<file path="config.mk">
export PLATFORM = sky130hd
export DESIGN_NAME = main_clk_select
export DESIGN_NICKNAME = d
export VERILOG_FILES = /design/src/core/main_clk_pkg.sv /design/src/core/main_clk_freq_meter.sv /design/src/core/main_clk_select.sv
export SDC_FILE = /design/constraint.sdc
export NUM_CORES = 1
export LEC_CHECK = 0
export BUFFER_PORTS_ARGS = -buffer_cell sky130_fd_sc_hd__buf_2
export CAP_MARGIN = 40
export CORE_MARGIN = 5
export CORE_UTILIZATION = 35
export DETAILED_ROUTE_END_ITERATION = 8
export PLACE_DENSITY = 0.52
export SETUP_SLACK_MARGIN = 0.2
export SYNTH_ARGS = -nofsm -noshare
export SYNTH_HDL_FRONTEND = slang
export SYNTH_SLANG_ARGS = --single-unit
</file>
<file path="constraint.sdc">
create_clock -name sys_clk -period 4.2 [get_ports sys_clk]
set_clock_uncertainty 0.15 [all_clocks]
set_input_delay 0.42 -clock sys_clk [delete_from_list [all_inputs] [get_ports sys_clk]]
set_output_delay 0.42 -clock sys_clk [all_outputs]
set_load 0.1 [all_outputs]
</file>
<file path="src/core/main_clk_pkg.sv">
/*
 Shared constants and types for the main clock source selection block:
 register offsets, field positions, reset values, timing counts and the
 switch state encoding. Assumes a 25 MHz system clock and an APB register bus.
*/
package main_clk_pkg;

   // Clock rate
   localparam int unsigned CLK_FREQ_MHZ = 25;

   // Register byte offsets
   localparam logic [7:0] OFS_MAIN_OSC   = 8'h00;   // main_osc_reg
   localparam logic [7:0] OFS_STATUS     = 8'h04;   // power_ctrl_status_reg
   localparam logic [7:0] OFS_IRQ_MASK   = 8'h08;   // power_ctrl_irq_mask_reg
   localparam logic [7:0] OFS_FREQ_METER = 8'h0C;   // main_clk_freq_meter_reg

   // main_osc_reg fields
   localparam int unsigned MO_XT_EN_BIT    = 0;
   localparam int unsigned MO_RC_EN_BIT    = 3;
   localparam int unsigned MO_RC_FREQ_LSB  = 4;
   localparam int unsigned MO_XT_START_LSB = 8;
   localparam int unsigned MO_SEL_BIT      = 24;

   // power_ctrl_status_reg and irq mask fields
   localparam int unsigned ST_XT_STABLE_BIT = 0;
   localparam int unsigned ST_SEL_STAT_BIT  = 16;

   // main_clk_freq_meter_reg fields
   localparam int unsigned FM_COUNT_W      = 16;
   localparam int unsigned FM_READY_BIT    = 16;
   localparam int unsigned FM_RESTART_BIT  = 20;
   localparam int unsigned FM_WINDOW_TICKS = 16;   // Slow clock periods per measure

   // Reset values
   localparam logic       RST_RC_EN    = 1'b1;
   localparam logic [2:0] RST_RC_FREQ  = 3'h0;
   localparam logic [7:0] RST_XT_START = 8'h00;

   // Crystal start-up: slow clock ticks per start-up field unit
   localparam int unsigned XT_START_SCALE = 8;
   localparam int unsigned XT_CNT_W       = 11;

   // Source switch timing
   localparam int unsigned SETTLE_NS      = 160;
   localparam int unsigned SETTLE_CYC     = (SETTLE_NS * CLK_FREQ_MHZ + 999) / 1000;
   localparam int unsigned ARRIVE_US      = 100;
   localparam int unsigned ARRIVE_CYC     = ARRIVE_US * CLK_FREQ_MHZ;
   localparam int unsigned SW_CNT_W       = 12;

   // Source encoding
   localparam logic SRC_RC = 1'b0;
   localparam logic SRC_XT = 1'b1;

   // Switch sequence states, Gray along steady -> gate off -> arm
   typedef enum logic [1:0] {
      SW_STEADY   = 2'b00,
      SW_GATE_OFF = 2'b01,
      SW_ARM      = 2'b11
   } sw_state_t;

   // APB request bundle
   typedef struct packed {
      logic        psel;
      logic        penable;
      logic        pwrite;
      logic [7:0]  paddr;
      logic [31:0] pwdata;
   } apb_req_t;

   // APB answer bundle
   typedef struct packed {
      logic        pready;
      logic        pslverr;
      logic [31:0] prdata;
   } apb_rsp_t;

endpackage

</file>
<file path="src/core/main_clk_freq_meter.sv">
/*
 Frequency meter for the selected main clock: counts main clock tick pulses
 over a fixed window of slow clock ticks. Assumes both tick inputs are
 one-cycle pulses synchronous to sys_clk.
*/
`timescale 1ns/1ps
module main_clk_freq_meter
   import main_clk_pkg::*;
(
   input  wire logic                  sys_clk,    // System clock
   input  wire logic                  sys_rst,    // Async reset, active high
   input  wire logic                  slow_tick,  // Slow clock period pulse
   input  wire logic                  main_tick,  // Selected main clock pulse
   input  wire logic                  restart,    // Start a new measure
   output logic      [FM_COUNT_W-1:0] count,      // Last measured count
   output logic                       ready       // Count valid
);

   typedef struct packed {
      logic                  busy;
      logic [4:0]            win;
      logic [FM_COUNT_W-1:0] acc;
      logic [FM_COUNT_W-1:0] count;
      logic                  ready;
   } fm_state_t;

   fm_state_t s_q;
   fm_state_t s_d;

   ////////////////////////////////////////////////////////////////////////////
   // Window opens on the first slow tick so the measure is not cut short
   always_comb begin
      s_d = s_q;
      if (restart) begin
         s_d.busy  = 1'b1;
         s_d.ready = 1'b0;
         s_d.win   = 5'h00;
         s_d.acc   = '0;
      end else if (s_q.busy) begin
         if (main_tick && s_q.win != 5'h00 && s_q.acc != '1) begin
            s_d.acc = s_q.acc + 1'b1;
         end
         if (slow_tick) begin
            if (s_q.win == 5'(FM_WINDOW_TICKS)) begin
               s_d.busy  = 1'b0;
               s_d.ready = 1'b1;
               s_d.count = s_d.acc;
            end else begin
               s_d.win = s_q.win + 5'h01;
            end
         end
      end
   end

   always_ff @(posedge sys_clk or posedge sys_rst) begin
      if (sys_rst) begin
         s_q <= '0;
      end else begin
         s_q <= s_d;
      end
   end

   assign count = s_q.count;
   assign ready = s_q.ready;

endmodule

</file>
<file path="src/core/main_clk_select.sv">
/*
 Main clock source selection: APB register file, crystal start-up timing,
 break-before-make source switch with completion status and interrupt, and
 the main clock frequency meter hookup. Oscillator activity arrives as
 one-cycle tick pulses synchronous to sys_clk; the gate outputs steer the
 actual clock mux elsewhere.
*/
`timescale 1ns/1ps

module main_clk_select
   import main_clk_pkg::*;
(
   input  wire logic        sys_clk,          // System clock, 25 MHz
   input  wire logic        sys_rst,          // Async reset, active high
   input  wire logic        psel,             // APB select
   input  wire logic        penable,          // APB enable
   input  wire logic        pwrite,           // APB direction
   input  wire logic [7:0]  paddr,            // APB byte address
   input  wire logic [31:0] pwdata,           // APB write data
   output logic             pready,           // APB ready
   output logic             pslverr,          // APB error, unmapped address
   output logic [31:0]      prdata,           // APB read data
   input  wire logic        slow_tick,        // Slow clock period pulse
   input  wire logic        rc_tick,          // Fast RC activity pulse
   input  wire logic        xtal_tick,        // Crystal activity pulse
   input  wire logic        wait_mode,        // System in wait mode
   output logic             fast_rc_enable,   // Fast RC oscillator enable
   output logic [2:0]       fast_rc_freq_sel, // Fast RC frequency choice
   output logic             crystal_osc_enable, // Crystal oscillator enable
   output logic             rc_gate,          // Main clock mux: RC leg on
   output logic             xtal_gate,        // Main clock mux: crystal leg on
   output logic             main_osc_select_status, // Switch done flag
   output logic             irq               // Interrupt to processor
);

   ////////////////////////////////////////////////////////////////////////////
   // State

   typedef struct packed {
      logic                xt_en;
      logic                rc_en;
      logic [2:0]          rc_freq;
      logic [7:0]          xt_start;
      logic                osc_sel;
      logic [XT_CNT_W-1:0] xt_cnt;
      logic                xt_stable;
      sw_state_t           sw;
      logic                cur_src;
      logic                fail;
      logic [SW_CNT_W-1:0] sw_cnt;
      logic                sel_status;
      logic                irq_mask;
      logic                irq;
      logic                rc_gate;
      logic                xt_gate;
      logic                fm_restart;
      apb_rsp_t            rsp;
   } core_state_t;

   core_state_t s_q;
   core_state_t s_d;
   apb_req_t    req;

   logic [FM_COUNT_W-1:0] fm_count;
   logic                  fm_ready;
   logic                  main_tick;

   ////////////////////////////////////////////////////////////////////////////
   // Helpers

   // Register decode shared by read and write paths
   function automatic logic [2:0] reg_hit(input logic [7:0] addr);
      case (addr)
         OFS_MAIN_OSC:   reg_hit = 3'h1;
         OFS_STATUS:     reg_hit = 3'h2;
         OFS_IRQ_MASK:   reg_hit = 3'h3;
         OFS_FREQ_METER: reg_hit = 3'h4;
         default:        reg_hit = 3'h0;
      endcase
   endfunction

   // Crystal start-up length in slow ticks
   function automatic logic [XT_CNT_W-1:0] xt_limit(input logic [7:0] st);
      xt_limit = XT_CNT_W'({3'h0, st} * XT_CNT_W'(XT_START_SCALE));
   endfunction

   assign req = '{psel: psel, penable: penable, pwrite: pwrite,
                  paddr: paddr, pwdata: pwdata};

   // Meter sees only what passes the active gate, never a raw oscillator
   assign main_tick = (s_q.rc_gate & rc_tick) | (s_q.xt_gate & xtal_tick);

   ////////////////////////////////////////////////////////////////////////////
   // Next state

   always_comb begin
      logic       wr_now;
      logic       rd_setup;
      logic [2:0] hit;
      logic       target_tick;
      wr_now      = 1'b0;
      rd_setup    = 1'b0;
      hit         = 3'h0;
      target_tick = 1'b0;
      s_d         = s_q;
      s_d.fm_restart = 1'b0;

      // APB: answer one cycle after setup; write lands on the ready edge
      hit      = reg_hit(req.paddr);
      rd_setup = req.psel & ~req.penable;
      wr_now   = req.psel & req.penable & s_q.rsp.pready & req.pwrite;
      s_d.rsp.pready  = rd_setup;
      s_d.rsp.pslverr = rd_setup & (hit == 3'h0);
      if (rd_setup) begin
         s_d.rsp.prdata = 32'h0000_0000;
         case (hit)
            3'h1: begin
               s_d.rsp.prdata[MO_XT_EN_BIT]                    = s_q.xt_en;
               s_d.rsp.prdata[MO_RC_EN_BIT]                    = s_q.rc_en;
               s_d.rsp.prdata[MO_RC_FREQ_LSB +: 3]             = s_q.rc_freq;
               s_d.rsp.prdata[MO_XT_START_LSB +: 8]            = s_q.xt_start;
               s_d.rsp.prdata[MO_SEL_BIT]                      = s_q.osc_sel;
            end
            3'h2: begin
               s_d.rsp.prdata[ST_XT_STABLE_BIT] = s_q.xt_stable;
               s_d.rsp.prdata[ST_SEL_STAT_BIT]  = s_q.sel_status;
            end
            3'h3: s_d.rsp.prdata[ST_SEL_STAT_BIT] = s_q.irq_mask;
            3'h4: begin
               s_d.rsp.prdata[FM_COUNT_W-1:0] = fm_count;
               s_d.rsp.prdata[FM_READY_BIT]   = fm_ready;
            end
            default: s_d.rsp.prdata = 32'h0000_0000;
         endcase
      end
      if (!req.psel) begin
         s_d.rsp.pslverr = 1'b0;
      end

      // Register writes
      if (wr_now) begin
         case (hit)
            3'h1: begin
               s_d.xt_en    = req.pwdata[MO_XT_EN_BIT];
               s_d.rc_en    = req.pwdata[MO_RC_EN_BIT];
               s_d.xt_start = req.pwdata[MO_XT_START_LSB +: 8];
               s_d.osc_sel  = req.pwdata[MO_SEL_BIT];
               s_d.fail     = 1'b0;
               // A frequency change that rides along with enabling is dropped
               if (s_q.rc_en || !req.pwdata[MO_RC_EN_BIT]) begin
                  s_d.rc_freq = req.pwdata[MO_RC_FREQ_LSB +: 3];
               end
            end
            3'h3: s_d.irq_mask = req.pwdata[ST_SEL_STAT_BIT];
            3'h4: s_d.fm_restart = req.pwdata[FM_RESTART_BIT];
            default: s_d.fail = s_q.fail;
         endcase
      end

      // Wait mode pulls the choice back to the fast RC
      if (wait_mode) begin
         s_d.osc_sel = SRC_RC;
         s_d.rc_en   = 1'b1;
      end

      // Crystal start-up counted in slow ticks; disable clears at once
      if (!s_d.xt_en) begin
         s_d.xt_cnt    = '0;
         s_d.xt_stable = 1'b0;
      end else if (!s_q.xt_stable && slow_tick) begin
         if (s_q.xt_cnt >= xt_limit(s_q.xt_start)) begin
            s_d.xt_stable = 1'b1;
         end else begin
            s_d.xt_cnt = s_q.xt_cnt + 1'b1;
         end
      end

      // Break-before-make switch: both legs off, settle, then wait for
      // the new source to show activity before opening its leg
      target_tick = s_q.osc_sel ? (xtal_tick & s_q.xt_en) : (rc_tick & s_q.rc_en);
      case (s_q.sw)
         SW_STEADY: begin
            if (s_q.osc_sel != s_q.cur_src && !s_q.fail) begin
               s_d.sw         = SW_GATE_OFF;
               s_d.rc_gate    = 1'b0;
               s_d.xt_gate    = 1'b0;
               s_d.sel_status = 1'b0;
               s_d.sw_cnt     = '0;
            end
         end
         SW_GATE_OFF: begin
            if (s_q.sw_cnt == SW_CNT_W'(SETTLE_CYC - 1)) begin
               s_d.sw     = SW_ARM;
               s_d.sw_cnt = '0;
            end else begin
               s_d.sw_cnt = s_q.sw_cnt + 1'b1;
            end
         end
         SW_ARM: begin
            if (target_tick) begin
               // New source is alive: open its leg and report done
               s_d.sw         = SW_STEADY;
               s_d.cur_src    = s_q.osc_sel;
               s_d.rc_gate    = (s_q.osc_sel == SRC_RC);
               s_d.xt_gate    = (s_q.osc_sel == SRC_XT);
               s_d.sel_status = 1'b1;
            end else if (s_q.sw_cnt == SW_CNT_W'(ARRIVE_CYC - 1)) begin
               // No clock arrived: fall back to RC, status low unless RC was the target
               s_d.sw         = SW_STEADY;
               s_d.cur_src    = SRC_RC;
               s_d.rc_gate    = 1'b1;
               s_d.xt_gate    = 1'b0;
               s_d.fail       = (s_q.osc_sel == SRC_XT);
               s_d.sel_status = (s_q.osc_sel == SRC_RC);
               s_d.rc_en      = 1'b1;
            end else begin
               s_d.sw_cnt = s_q.sw_cnt + 1'b1;
            end
         end
         default: begin
            s_d.sw      = SW_STEADY;
            s_d.cur_src = SRC_RC;
            s_d.rc_gate = 1'b1;
            s_d.xt_gate = 1'b0;
         end
      endcase

      // Crystal disabled while its leg is open drops the status
      if (s_q.xt_gate && !s_d.xt_en) begin
         s_d.sel_status = 1'b0;
      end

      // Interrupt follows the completion flag through the mask
      s_d.irq = s_d.sel_status & s_d.irq_mask;
   end

   ////////////////////////////////////////////////////////////////////////////
   // State register; reset lands on the fast RC with the switch complete

   always_ff @(posedge sys_clk or posedge sys_rst) begin
      if (sys_rst) begin
         s_q            <= '0;
         s_q.rc_en      <= RST_RC_EN;
         s_q.rc_freq    <= RST_RC_FREQ;
         s_q.xt_start   <= RST_XT_START;
         s_q.osc_sel    <= SRC_RC;
         s_q.cur_src    <= SRC_RC;
         s_q.sw         <= SW_STEADY;
         s_q.rc_gate    <= 1'b1;
         s_q.sel_status <= 1'b1;
      end else begin
         s_q <= s_d;
      end
   end

   ////////////////////////////////////////////////////////////////////////////
   // Frequency meter on the gated main clock

   main_clk_freq_meter u_meter (
      .sys_clk   (sys_clk),
      .sys_rst   (sys_rst),
      .slow_tick (slow_tick),
      .main_tick (main_tick),
      .restart   (s_q.fm_restart),
      .count     (fm_count),
      .ready     (fm_ready)
   );

   ////////////////////////////////////////////////////////////////////////////
   // Outputs, all from flops

   assign pready                 = s_q.rsp.pready;
   assign pslverr                = s_q.rsp.pslverr;
   assign prdata                 = s_q.rsp.prdata;
   assign fast_rc_enable         = s_q.rc_en;
   assign fast_rc_freq_sel       = s_q.rc_freq;
   assign crystal_osc_enable     = s_q.xt_en;
   assign rc_gate                = s_q.rc_gate;
   assign xtal_gate              = s_q.xt_gate;
   assign main_osc_select_status = s_q.sel_status;
   assign irq                    = s_q.irq;

endmodule

</file>
==> results of run 1 <==
logic make-up after synthesis:
family,count (synthesis)
muxes,23
xor gates and xnor gates,39
and+or+nand+nor,239
buffers and inverters,87
AOI/OAI and AO/OA,98
other,1
adders and majority gates,18
DFF,107
worst max path at each step:
stage | from | endpoint
floorplan | sys_rst | crystal_osc_enable
global placement | paddr[5] | irq
detailed placement | paddr[5] | irq
CTS | s_q[40] | s_q[47]
global route | s_q[41] | s_q[47]
finish | s_q[40] | s_q[47]
power breakdown:
| part | internal, µW | leakage, µW | switching [µW] | total (µW) |
|---|---|---|---|---|
| Clock | 449 | 0.000135 | 364 | 813 |
| Combinational | 40.2 | 0.00139 | 222 | 263 |
| Sequential | 1050 | 0.00142 | 8.29 | 1050 |
state kept, by name, indices dropped and copies added, names as in the netlist:
signal                  flops
s_q                        39
u_meter.s_q                22
prdata                     18
u_meter.count              16
fast_rc_freq_sel            3
crystal_osc_enable          1
fast_rc_enable              1
irq                         1
main_osc_select_status      1
pready                      1
pslverr                     1
rc_gate                     1
u_meter.ready               1
xtal_gate                   1
Yosys cell counts, types with 2 or more instances:
cell / number
o21ai_0: 34
clkbuf_1: 15
ha_1: 18
mux2i_1: 5
xor2_1: 25
dfrtp_1: 104
dfstp_2: 3
mux2_2: 17
o31ai_1: 4
a311oi_1: 2
buf_6: 2
buf_2: 7
a221oi_1: 12
a21oi_1: 18
a21o_1: 2
nand2_1: 60
nor2b_1: 5
inv_1: 24
nand2b_1: 4
nand3_1: 30
and4_1: 3
nor2_1: 76
o21ai_1: 6
nor3_1: 8
a31oi_1: 3
buf_4: 38
nand4_1: 18
and2_1: 6
a22oi_1: 3
and3_1: 11
or3_1: 5
xnor2_1: 14
layer usage:
layer / up-vias / track usage [%]
met5: - / 0
met4: 0 / 5.66
met3: 9 / 2.66
met2: 52 / 23.7
met1: 2166 / 18.8
li1: 2124 / -
layout make-up:
cell class | count | area share, %
multi-input cells | 431 | 42.1
flip-flops and latches | 107 | 41.7
repair buffers | 67 | 5.98
well taps | 220 | 4.29
clock buffers | 14 | 4.27
inverters | 25 | 1.50
clock inverters | 1 | 0.117
critical path: cells and delay by family (launching register included):
kind,cells,cell delay [ns]
DFF,1,0.38
and+or+nand+nor,4,1.07
adders and majority gates,1,0.22
AOI/OAI and AO/OA,2,0.78
what timing repair did:
action                    CTS  global route
hold buffers                1             0
hold endpoints to repair   13             0
setup buffers               0             0
stage by stage:
step | total power, µW | std cells | hold slack, ns | util, % | instance area [µm²]
6_report | 2130 | 865 | 0.0766 | 39.0 | 6420
5_1_grt | 2220 | 865 | 0.0677 | 39.0 | 6420
4_1_cts | 2160 | 865 | 0.0615 | 39.0 | 6420
3_5_place_dp | 1340 | 849 | 0.222 | 37.2 | 6130
3_3_place_gp | 1330 | 846 | 0.311 | 36.9 | 6080
2_1_floorplan | 1310 | 625 | 0.290 | - | 5880
==> summary.md, run 1 <==
| Metric | Value |
|---|---|
| Number of synthesized flops with an enable pin | `0` |
| Met1 wire length | `6150 µm` |
| GP Congestion | `0.819` |
| Area delta synth->final | `10.2%` |
| Dominant cell type by area after synthesis | `dfrtp_1` |
| Simple-gate share of the synthesized area | `20.3%` |
| Most frequent cells in the layout | `104 x dfrtp_1, 76 x nor2_1, 61 x buf_2` |
| Worst hold endpoint | `s_q[68]` |
| TNS Setup | `0 ns` |
| P per Cell Area | `331 mW/mm²` |
| Post-synthesis xor/xnor area fraction | `5.86%` |
| Die Wd | `139 µm` |
| Mapped Avg Cell Area | `9.53 µm²` |
| Synth Area in Adders | `3.86%` |
| # DRC | `0` |
| Hold path cells | `2` |
| Worst r2r src | `s_q[40]` |
| H-tree depth | `3` |
| Vias in the first global route | `4425` |
| RSZ-0062 raised after global routing | `no` |
| R2r setup slk | `1.47 ns` |
| Final Net Count | `708` |
| WL per Instance | `15.4 µm` |
| Distinct cells, synth | `62` |
| Fillers | `1657` |
| IO Count | `92` |
| Startpoint Class | `flop` |
| Core area | `0.0165 mm²` |
| Core Rows | `47` |
| Post-synthesis mux area share | `4.53%` |
| GRT overflow | `0` |
| Share of layout cells above drive strength 1 | `17.7%` |
| R2r worst-path depth | `7` |
| Met2 routed WL | `6650 µm` |
| Max clock buf depth | `2` |
| Final ANT Viol Nets | `0` |
| Main synth FF type | `dfrtp_1` |
| Leakage | `0.00295 µW` |
| Commonest non-fill, non-tap cell in the layout | `dfrtp_1` |
| DR vias | `4351` |
| Number of antenna diodes | `0` |
| Drt pass-1 iters | `4` |
| Multi-input logic area | `0.00270 mm²` |
| Post-synthesis cell area | `0.00583 mm²` |
| Post-synthesis sequential area ratio | `46.0%` |
| Die area | `0.0193 mm²` |
| Fin. max-slew vios | `0` |
| Yosys reg bits | `107` |
| Detailed router's first-iteration violation count | `278` |
| # clock sinks | `107` |
| Crit path cell chain | `ha_1 -> nor4b_2 -> nand4_1 -> o2111ai_2 -> or2_1 -> nor3_1 -> a211o_1` |
| Crit-path slowest cell | `o2111ai_2` |
| Setup ws final | `1.47 ns` |
| Post-synth top area share | `44.6%` |
| Status | `finished clean` |
| Cell count after synthesis | `612` |
| CTS tree | `built` |
| Clk_lat worst skew | `0.35 ns` |
| Setup crit end kind | `flop` |
| Max_slew headroom | `41.0%` |
| Via density | `5.03` |
| Post-cts sizing count | `0` |
| Post-route minimum period | `2.73 ns` |
| Ranking of synthesized cells by area | `dfrtp_1 45%, buf_4 4.9%, nor2_1 4.9%` |
| DR top layer | `met4` |
| Root Buffer | `clkbuf_16` |
| Maximum clock rate | `367 MHz` |
| Register area | `0.00268 mm²` |
| DP Worst Slack | `1.47 ns` |
| Synth warnings | `0` |
| First-pass GRT wire length | `22800 µm` |
| Port Buffers | `61` |
| Worst vdd ir | `0.153 mV` |
| Crit Path Class | `flop to flop` |
| Fin crit share | `64.9%` |
| Post-synth ARST share | `100%` |
| Worst Path Required | `4.29 ns` |
| Worst hold start | `wait_mode` |
| Routed wl met3 | `345 µm` |
| Largest family of logic cells by synthesized area | `simple AND/OR/NAND/NOR gates` |
| DPL Wire Length | `9860 µm` |
| Die height | `139 µm` |
| Hold Crit Class | `input port to flop` |
| Reg-to-Reg End | `s_q[47]` |
| Least-Margin Pin Slew | `0.885 ns` |
| Worst Path Max Fanout | `13` |
| GR Util All Layers | `14.4%` |
| Routed wire length | `13300 µm` |
| Initial antenna violation count | `0` |
| Initial Util | `35.4%` |
| Post-synthesis compound-gate area fraction | `11.0%` |
| Finish-stage setup viols | `0` |
| Clk slew on worst S/H paths | `0.07 ns` |
| Max_cap viols | `0` |
| Worst endpoint data arrival time | `2.81 ns` |
| Critical path's largest stage delay | `0.55 ns` |
| Num CTS Buffers | `9` |
| Largest net degree at the start of global routing | `66` |
| Fin. Hold Viols | `0` |
Note: power is estimated with default switching activity, not from simulation.
==> inputs of run 2 (changes only) <==
--- a/config.mk
+++ b/config.mk
@@ -5,12 +5,13 @@
 export SDC_FILE = /design/constraint.sdc
 export NUM_CORES = 1
 export LEC_CHECK = 0
+export ABC_AREA = 1
 export BUFFER_PORTS_ARGS = -buffer_cell sky130_fd_sc_hd__buf_2
 export CAP_MARGIN = 40
 export CORE_MARGIN = 5
 export CORE_UTILIZATION = 35
 export DETAILED_ROUTE_END_ITERATION = 8
-export PLACE_DENSITY = 0.52
+export PLACE_DENSITY = 0.53
 export SETUP_SLACK_MARGIN = 0.2
 export SYNTH_ARGS = -nofsm -noshare
 export SYNTH_HDL_FRONTEND = slang
==> constraint.sdc (replaced) <==
create_clock -name sys_clk -period 2.3 [get_ports sys_clk]
set_clock_uncertainty 0.15 [all_clocks]
set_input_delay 0.23 -clock sys_clk [delete_from_list [all_inputs] [get_ports sys_clk]]
set_output_delay 0.23 -clock sys_clk [all_outputs]
set_load 0.1 [all_outputs]
==> run 2 against run 1 <==
Global-route usage grew 1.4 points; combinational power grew to 9.6 times the previous value; flip-flop and latch count is the same; critical path depth grew 1; register-to-register slack lost 1.1 ns; critical path type unchanged; largest cell class unchanged; largest power group unchanged.
==> summary.md, run 2 <==
| Metric | Value |
|---|---|
| RSZ-0062 raised after global routing | `no` |
| Routed wire length | `16700 µm` |
| Layout Cells excl Fill | `1220` |
| WL per Instance | `13.7 µm` |
| Max_slew headroom | `56.1%` |
| Worst endpoint data arrival time | `2.06 ns` |
| Port Buffers | `61` |
| Cell area after layout | `0.00756 mm²` |
| DPL Wire Length | `12400 µm` |
| Max_cap viols | `0` |
| H-tree depth | `3` |
| Mapped Avg Cell Area | `7.20 µm²` |
| # clock sinks | `107` |
| Dpl cell area | `0.00706 mm²` |
| Main synth FF type | `dfrtp_1` |
| Die Wd | `147 µm` |
| CTS tree | `built` |
| DR vias | `5841` |
| Die height | `147 µm` |
| Initial antenna violation count | `0` |
| Number of synthesized flops with an enable pin | `0` |
| Least-Margin Pin Slew | `0.653 ns` |
| Fin. max-slew vios | `0` |
| Clk slew on worst S/H paths | `0.07 ns` |
| Cell count after synthesis | `917` |
| Detailed router's first-iteration violation count | `330` |
| Post-synth ARST share | `100%` |
| Final ANT Viol Nets | `0` |
| Logic pwr share | `35.9%` |
| Worst Path Required | `2.43 ns` |
| First-pass GRT wire length | `27800 µm` |
| Worst r2r src | `s_q[68]` |
| Placed insts | `1190` |
| GP Congestion | `0.852` |
| Hold Crit Class | `input port to flop` |
| Post-route minimum period | `1.93 ns` |
| Crit path from | `s_q[68]` |
| Final Net Count | `1048` |
| Largest register FFs | `39` |
| Die area | `0.0217 mm²` |
| Number of antenna diodes | `0` |
| Num CTS Buffers | `9` |
| Clock power share | `25.9%` |
| Setup crit end kind | `flop` |
| Maximum clock rate | `518 MHz` |
| Ranking of synthesized cells by area | `dfrtp_1 39%, nand2_1 17%, nand3_1 6.4%` |
| Setup Buffers After CTS | `0` |
| Fin. Hold Viols | `0` |
| Root Buffer | `clkbuf_16` |
| Internal power | `4130 µW` |
| Share of layout cells above drive strength 1 | `14.2%` |
| Crit Path Class | `flop to flop` |
| Synth warnings | `0` |
| TNS Setup | `0 ns` |
| Post-synth top area share | `39.4%` |
| Distinct cells, synth | `40` |
| Commonest non-fill, non-tap cell in the layout | `nand2_1` |
| GR Util All Layers | `15.7%` |
| Worst vdd ir | `0.553 mV` |
| # DRC | `0` |
| Synth cell count leaders | `306 x nand2_1, 110 x inv_1, 104 x dfrtp_1` |
| IO Count | `92` |
| Post-synthesis sequential area ratio | `40.6%` |
| Via density | `4.79` |
| Yosys reg bits | `107` |
| Worst hold start | `pwdata[12]` |
| Sw frac | `41.3%` |
| Finish-stage setup viols | `0` |
| Startpoint Class | `flop` |
| Most frequent cells in the layout | `305 x nand2_1, 108 x inv_1, 103 x dfrtp_1` |
| Psw | `2910 µW` |
| Worst Path Max Fanout | `11` |
| Fin crit share | `84.0%` |
| Dominant cell type by area after synthesis | `dfrtp_1` |
| Fillers | `1921` |
| Core area | `0.0186 mm²` |
| Initial Util | `35.4%` |
| Largest Register | `s_q` |
| Vias in the first global route | `5536` |
| Clk_lat worst skew | `0.36 ns` |
| GRT overflow | `0` |
| Power share of the sequential group | `38.2%` |
| Leakage | `0.00403 µW` |
| R2r setup slk | `0.37 ns` |
| Largest net degree at the start of global routing | `41` |
| Status | `finished clean` |
| Core Rows | `50` |
| Area delta synth->final | `14.6%` |
| Most common cell in the netlist | `nand2_1` |
| P per Cell Area | `931 mW/mm²` |
| Max clock buf depth | `2` |
| Drt pass-1 iters | `5` |
| Post-synthesis cell area | `0.00660 mm²` |
-- run 2: cell count changes after synthesis, moves of 16 or more --
| cell | previous run | this run |
|---|---|---|
| nand2_1 | 60 | 306 |
| inv_1 | 24 | 110 |
| nand3_1 | 30 | 84 |
| nand4_1 | 18 | 35 |
| mux2_2 | 17 | 1 |
-- run 2: cell type report --
cell class / count / area [µm²] / share of cell area [%]
Tap cell: 234 / 293 / 3.87
Clock inverter: 7 / 124 / 1.64
Inverter: 116 / 439 / 5.81
Timing Repair Buffer: 99 / 654 / 8.65
Multi-Input combinational cell: 648 / 3140 / 41.6
Clock buffer: 9 / 225 / 2.98
Sequential cell: 107 / 2680 / 35.5
-- run 2: logic make-up (layout without fill, tap and decap cells) --
group | count (synthesis) | in the layout | share of synthesized area, %
other | 1 | 14 | 0.0568
adders and majority gates | 18 | 18 | 3.41
buffers and inverters | 175 | 231 | 12.7
xor gates and xnor gates | 16 | 16 | 2.12
DFF | 107 | 107 | 40.6
AOI/OAI and AO/OA | 74 | 74 | 6.45
and+or+nand+nor | 525 | 525 | 34.5
muxes | 1 | 1 | 0.171
-- run 2: timing repair --
item                       CTS  global route
resized for setup            0             5
hold buffers                14             0
setup endpoints to repair    0            13
hold endpoints to repair    31             0
-- run 2: per-layer routing --
metal	wire, µm	up-vias	GRT usage [%]
met2	7770	94	25.5
met1	8230	2742	21.9
met3	512	14	3.08
met5	0	-	0
met4	204	0	3.45
li1	-	2991	-
-- run 2: power groups by stage --
stage | Clock [µW] | Combinational [µW] | Sequential (µW)
6_report | 1820 | 2530 | 2690
5_1_grt | 1950 | 2870 | 2750
4_1_cts | 1880 | 2550 | 2690
3_5_place_dp | 0 | 2520 | 2710
3_3_place_gp | 0 | 2490 | 2710
2_1_floorplan | 0 | 1950 | 2720
-- run 2: stage by stage --
stage	worst slack, ns	hold WS, ns	util, %	total power [µW]
after floorplan	0.279	0.152	-	4660
after global placement	0.242	0.181	37.9	5200
after detailed placement	0.213	0.190	37.9	5230
after CTS	0.201	0.00970	40.5	7110
after global routing	0.227	0.0409	40.6	7560
final	0.368	0.0171	40.6	7040
-- run 2: worst paths after layout --
check,end,cells after the start
min,s_q[73],3
min reg2reg,prdata[1],2
max in group asynchronous,fast_rc_enable,4
max reg2reg,s_q[43],8
max,s_q[43],8
min in group asynchronous,pslverr,3
-- run 2: critical path: stages (launching register included) --
cell and delay [ns]:
dfrtp_1 0.48, inv_2 0.11, nor2_1 0.07, nor2_2 0.32, nand2_2 0.14, a21oi_4 0.22, buf_4 0.22, nand2_1 0.06
o21ai_0 0.07
==> inputs of run 3 (changes only) <==
==> constraint.sdc (replaced) <==
create_clock -name sys_clk -period 1.73 [get_ports sys_clk]
set_clock_uncertainty 0.15 [all_clocks]
set_input_delay 0.173 -clock sys_clk [delete_from_list [all_inputs] [get_ports sys_clk]]
set_output_delay 0.173 -clock sys_clk [all_outputs]
set_load 0.1 [all_outputs]
==> run 3 against run 2 <==
The flow now finishes with violations (setup timing); critical path depth is 4 higher; die area stayed put; total power is 61% higher; combinational power is 130% higher; routed wire length is 14% higher; sequential power is 30% higher; final area is 28% higher; non-clock buffer count is 114 higher; utilization is 11 points higher; flip-flop and latch count stayed put; first-iteration DRC count is 22% lower.
==> summary.md, run 3 (synthesized netlist as in run 2, its figures left out) <==
| Metric | Value |
|---|---|
| Via density | `4.75` |
| CTS tree | `built` |
| Crit Path Class | `flop to flop` |
| Maximum clock rate | `554 MHz` |
| CP dominant cell by count | `nand2_1` |
| Leakage | `0.00494 µW` |
| TNS Setup | `-0.655 ns` |
| # clock sinks | `107` |
| Final Net Count | `1164` |
| Crit path from | `s_q[62]` |
| Status | `complete, but fails checks` |
| Clk_lat worst skew | `0.36 ns` |
| DR vias | `6347` |
| R2r setup slk | `-0.07 ns` |
| IO Count | `92` |
| Largest net degree at the start of global routing | `55` |
| Share of layout cells above drive strength 1 | `38.8%` |
| Core Rows | `50` |
| Routed wire length | `19100 µm` |
| Area delta synth->final | `46.2%` |
| GRT overflow | `0` |
| First-pass GRT wire length | `29700 µm` |
| GP Congestion | `0.864` |
| Commonest non-fill, non-tap cell in the layout | `nand2_1` |
| Worst vdd ir | `0.944 mV` |
| Reg-to-Reg End | `s_q[64]` |
| Core area | `0.0186 mm²` |
| Worst r2r src | `s_q[62]` |
| R2r worst-path depth | `12` |
| Hold path cells | `3` |
| Die Wd | `147 µm` |
| H-tree depth | `3` |
| Detailed router's first-iteration violation count | `257` |
| Initial antenna violation count | `0` |
| Fillers | `1752` |
| Setup crit end kind | `flop` |
| P per Cell Area | `1180 mW/mm²` |
| Worst Path Max Fanout | `5` |
| Worst hold start | `penable` |
| Crit-path slowest cell | `dfrtp_1` |
| Worst Path Required | `1.84 ns` |
| Fin crit share | `104%` |
| Worst setup path end | `s_q[64]` |
| Worst endpoint data arrival time | `1.91 ns` |
| Setup ws final | `-0.0741 ns` |
| WL per Instance | `14.3 µm` |
| Number of antenna diodes | `0` |
| Fin. max-slew vios | `0` |
| Root Buffer | `clkbuf_16` |
| Largest Register | `s_q` |
| Most frequent cells in the layout | `237 x nand2_1, 100 x buf_4, 97 x dfrtp_1` |
| Largest register FFs | `39` |
| Vias in the first global route | `6069` |
| Max clock buf depth | `2` |
| Post-route minimum period | `1.80 ns` |
| Die height | `147 µm` |
| Drt pass-1 iters | `4` |
| Max_cap viols | `0` |
| Port Buffers | `61` |
| Hold WS | `0.0709 ns` |
| DPL Wire Length | `12600 µm` |
| Num CTS Buffers | `9` |
| Crit path cell chain | `ha_1 -> nand2_1 -> inv_1 -> nand2_1 -> nand2_1 -> nand3_1 -> nand2_2 -> nand2_2 -> nand2_4 -> clkbuf_16 -> nand2_1 -> nand2_1` |
| Final ANT Viol Nets | `0` |
| Initial Util | `35.4%` |
| Die area | `0.0217 mm²` |
| Startpoint Class | `flop` |
| # DRC | `0` |
| Clk slew on worst S/H paths | `0.08 ns` |
| RSZ-0062 raised after global routing | `yes` |
| GR Util All Layers | `16.8%` |
| Finish-stage setup viols | `13` |
| Hold Crit Class | `input port to flop` |
| Fin. Hold Viols | `0` |
| Failing checks | `setup timing` |
| Critical path's largest stage delay | `0.40 ns` |
## run 3: cell count changes in the layout (fill, tap and decap cells not counted), sizes merged, moves of 3 or more
cell and change:
buf +98, dlygate4sd3 +6, bufinv -3, clkbuf +13
## run 3: layout make-up
cell class                 instances  area, µm²  area share [%]
sequential                       107       2700            27.9
multi-input combinational        649       4060            42.1
tap                              234        293            3.03
clock inverter                     4       31.3           0.324
inverter                         116        467            4.84
timing repair buffer             213       1830            19.0
clock buffer                      12        256            2.66
timing repair inverter             1       11.3           0.117
## run 3: what timing repair did
| item | in CTS | in global routing |
|---|---|---|
| gates cloned | 3 | 5 |
| setup buffers | 12 | 15 |
| pin swaps | 46 | 57 |
| hold buffers | 20 | 0 |
| endpoints found under the setup margin | 81 | 86 |
| resized for setup | 126 | 138 |
| endpoints found under the hold margin | 120 | 0 |
## run 3: per-stage QoR
step / cells / cell area, µm² / setup slack, ns / total power [µW] / util, %
finish: 1336 / 9650 / -0.0741 / 11300 / 51.8
floorplan: 930 / 6820 / -0.0823 / 6410 / -
global route: 1336 / 9650 / -0.178 / 12100 / 51.8
global placement: 1265 / 7840 / -0.0672 / 7670 / 42.0
CTS: 1316 / 8930 / -0.0246 / 10700 / 47.9
detailed placement: 1265 / 7840 / -0.0759 / 7700 / 42.0
## run 3: how the worst min path moves through the flow
stage                 end  slack, ns
2_1_floorplan     s_q[68]        0.1
3_3_place_gp   prdata[15]       0.16
3_5_place_dp   prdata[13]       0.17
4_1_cts            pready       0.06
5_1_grt            pready       0.06
6_report           pready       0.07
## run 3: where the power goes
part	switching, µW	internal, µW
Combinational	3530	2210
Sequential	440	3070
Clock	1010	1070
Total	4990	6350
## run 3: layer usage
| layer | vias to the layer above | part of all wire [%] | GRT usage, % |
|---|---|---|---|
| li1 | 3236 | - | - |
| met1 | 3013 | 44 | 21.5 |
| met2 | 75 | 51 | 29.4 |
| met3 | 23 | 2.8 | 3.18 |
| met4 | 0 | 1.8 | 3.87 |
| met5 | - | 0 | 0 |
## run 3: worst max-delay path, delay by kind of cell (launching register included)
kind / cells / cell delay, ns
adder cells (fa/ha/maj): 1 / 0.31
buffers and inverters: 2 / 0.21
flip-flops: 1 / 0.40
AND/OR/NAND/NOR: 9 / 0.64
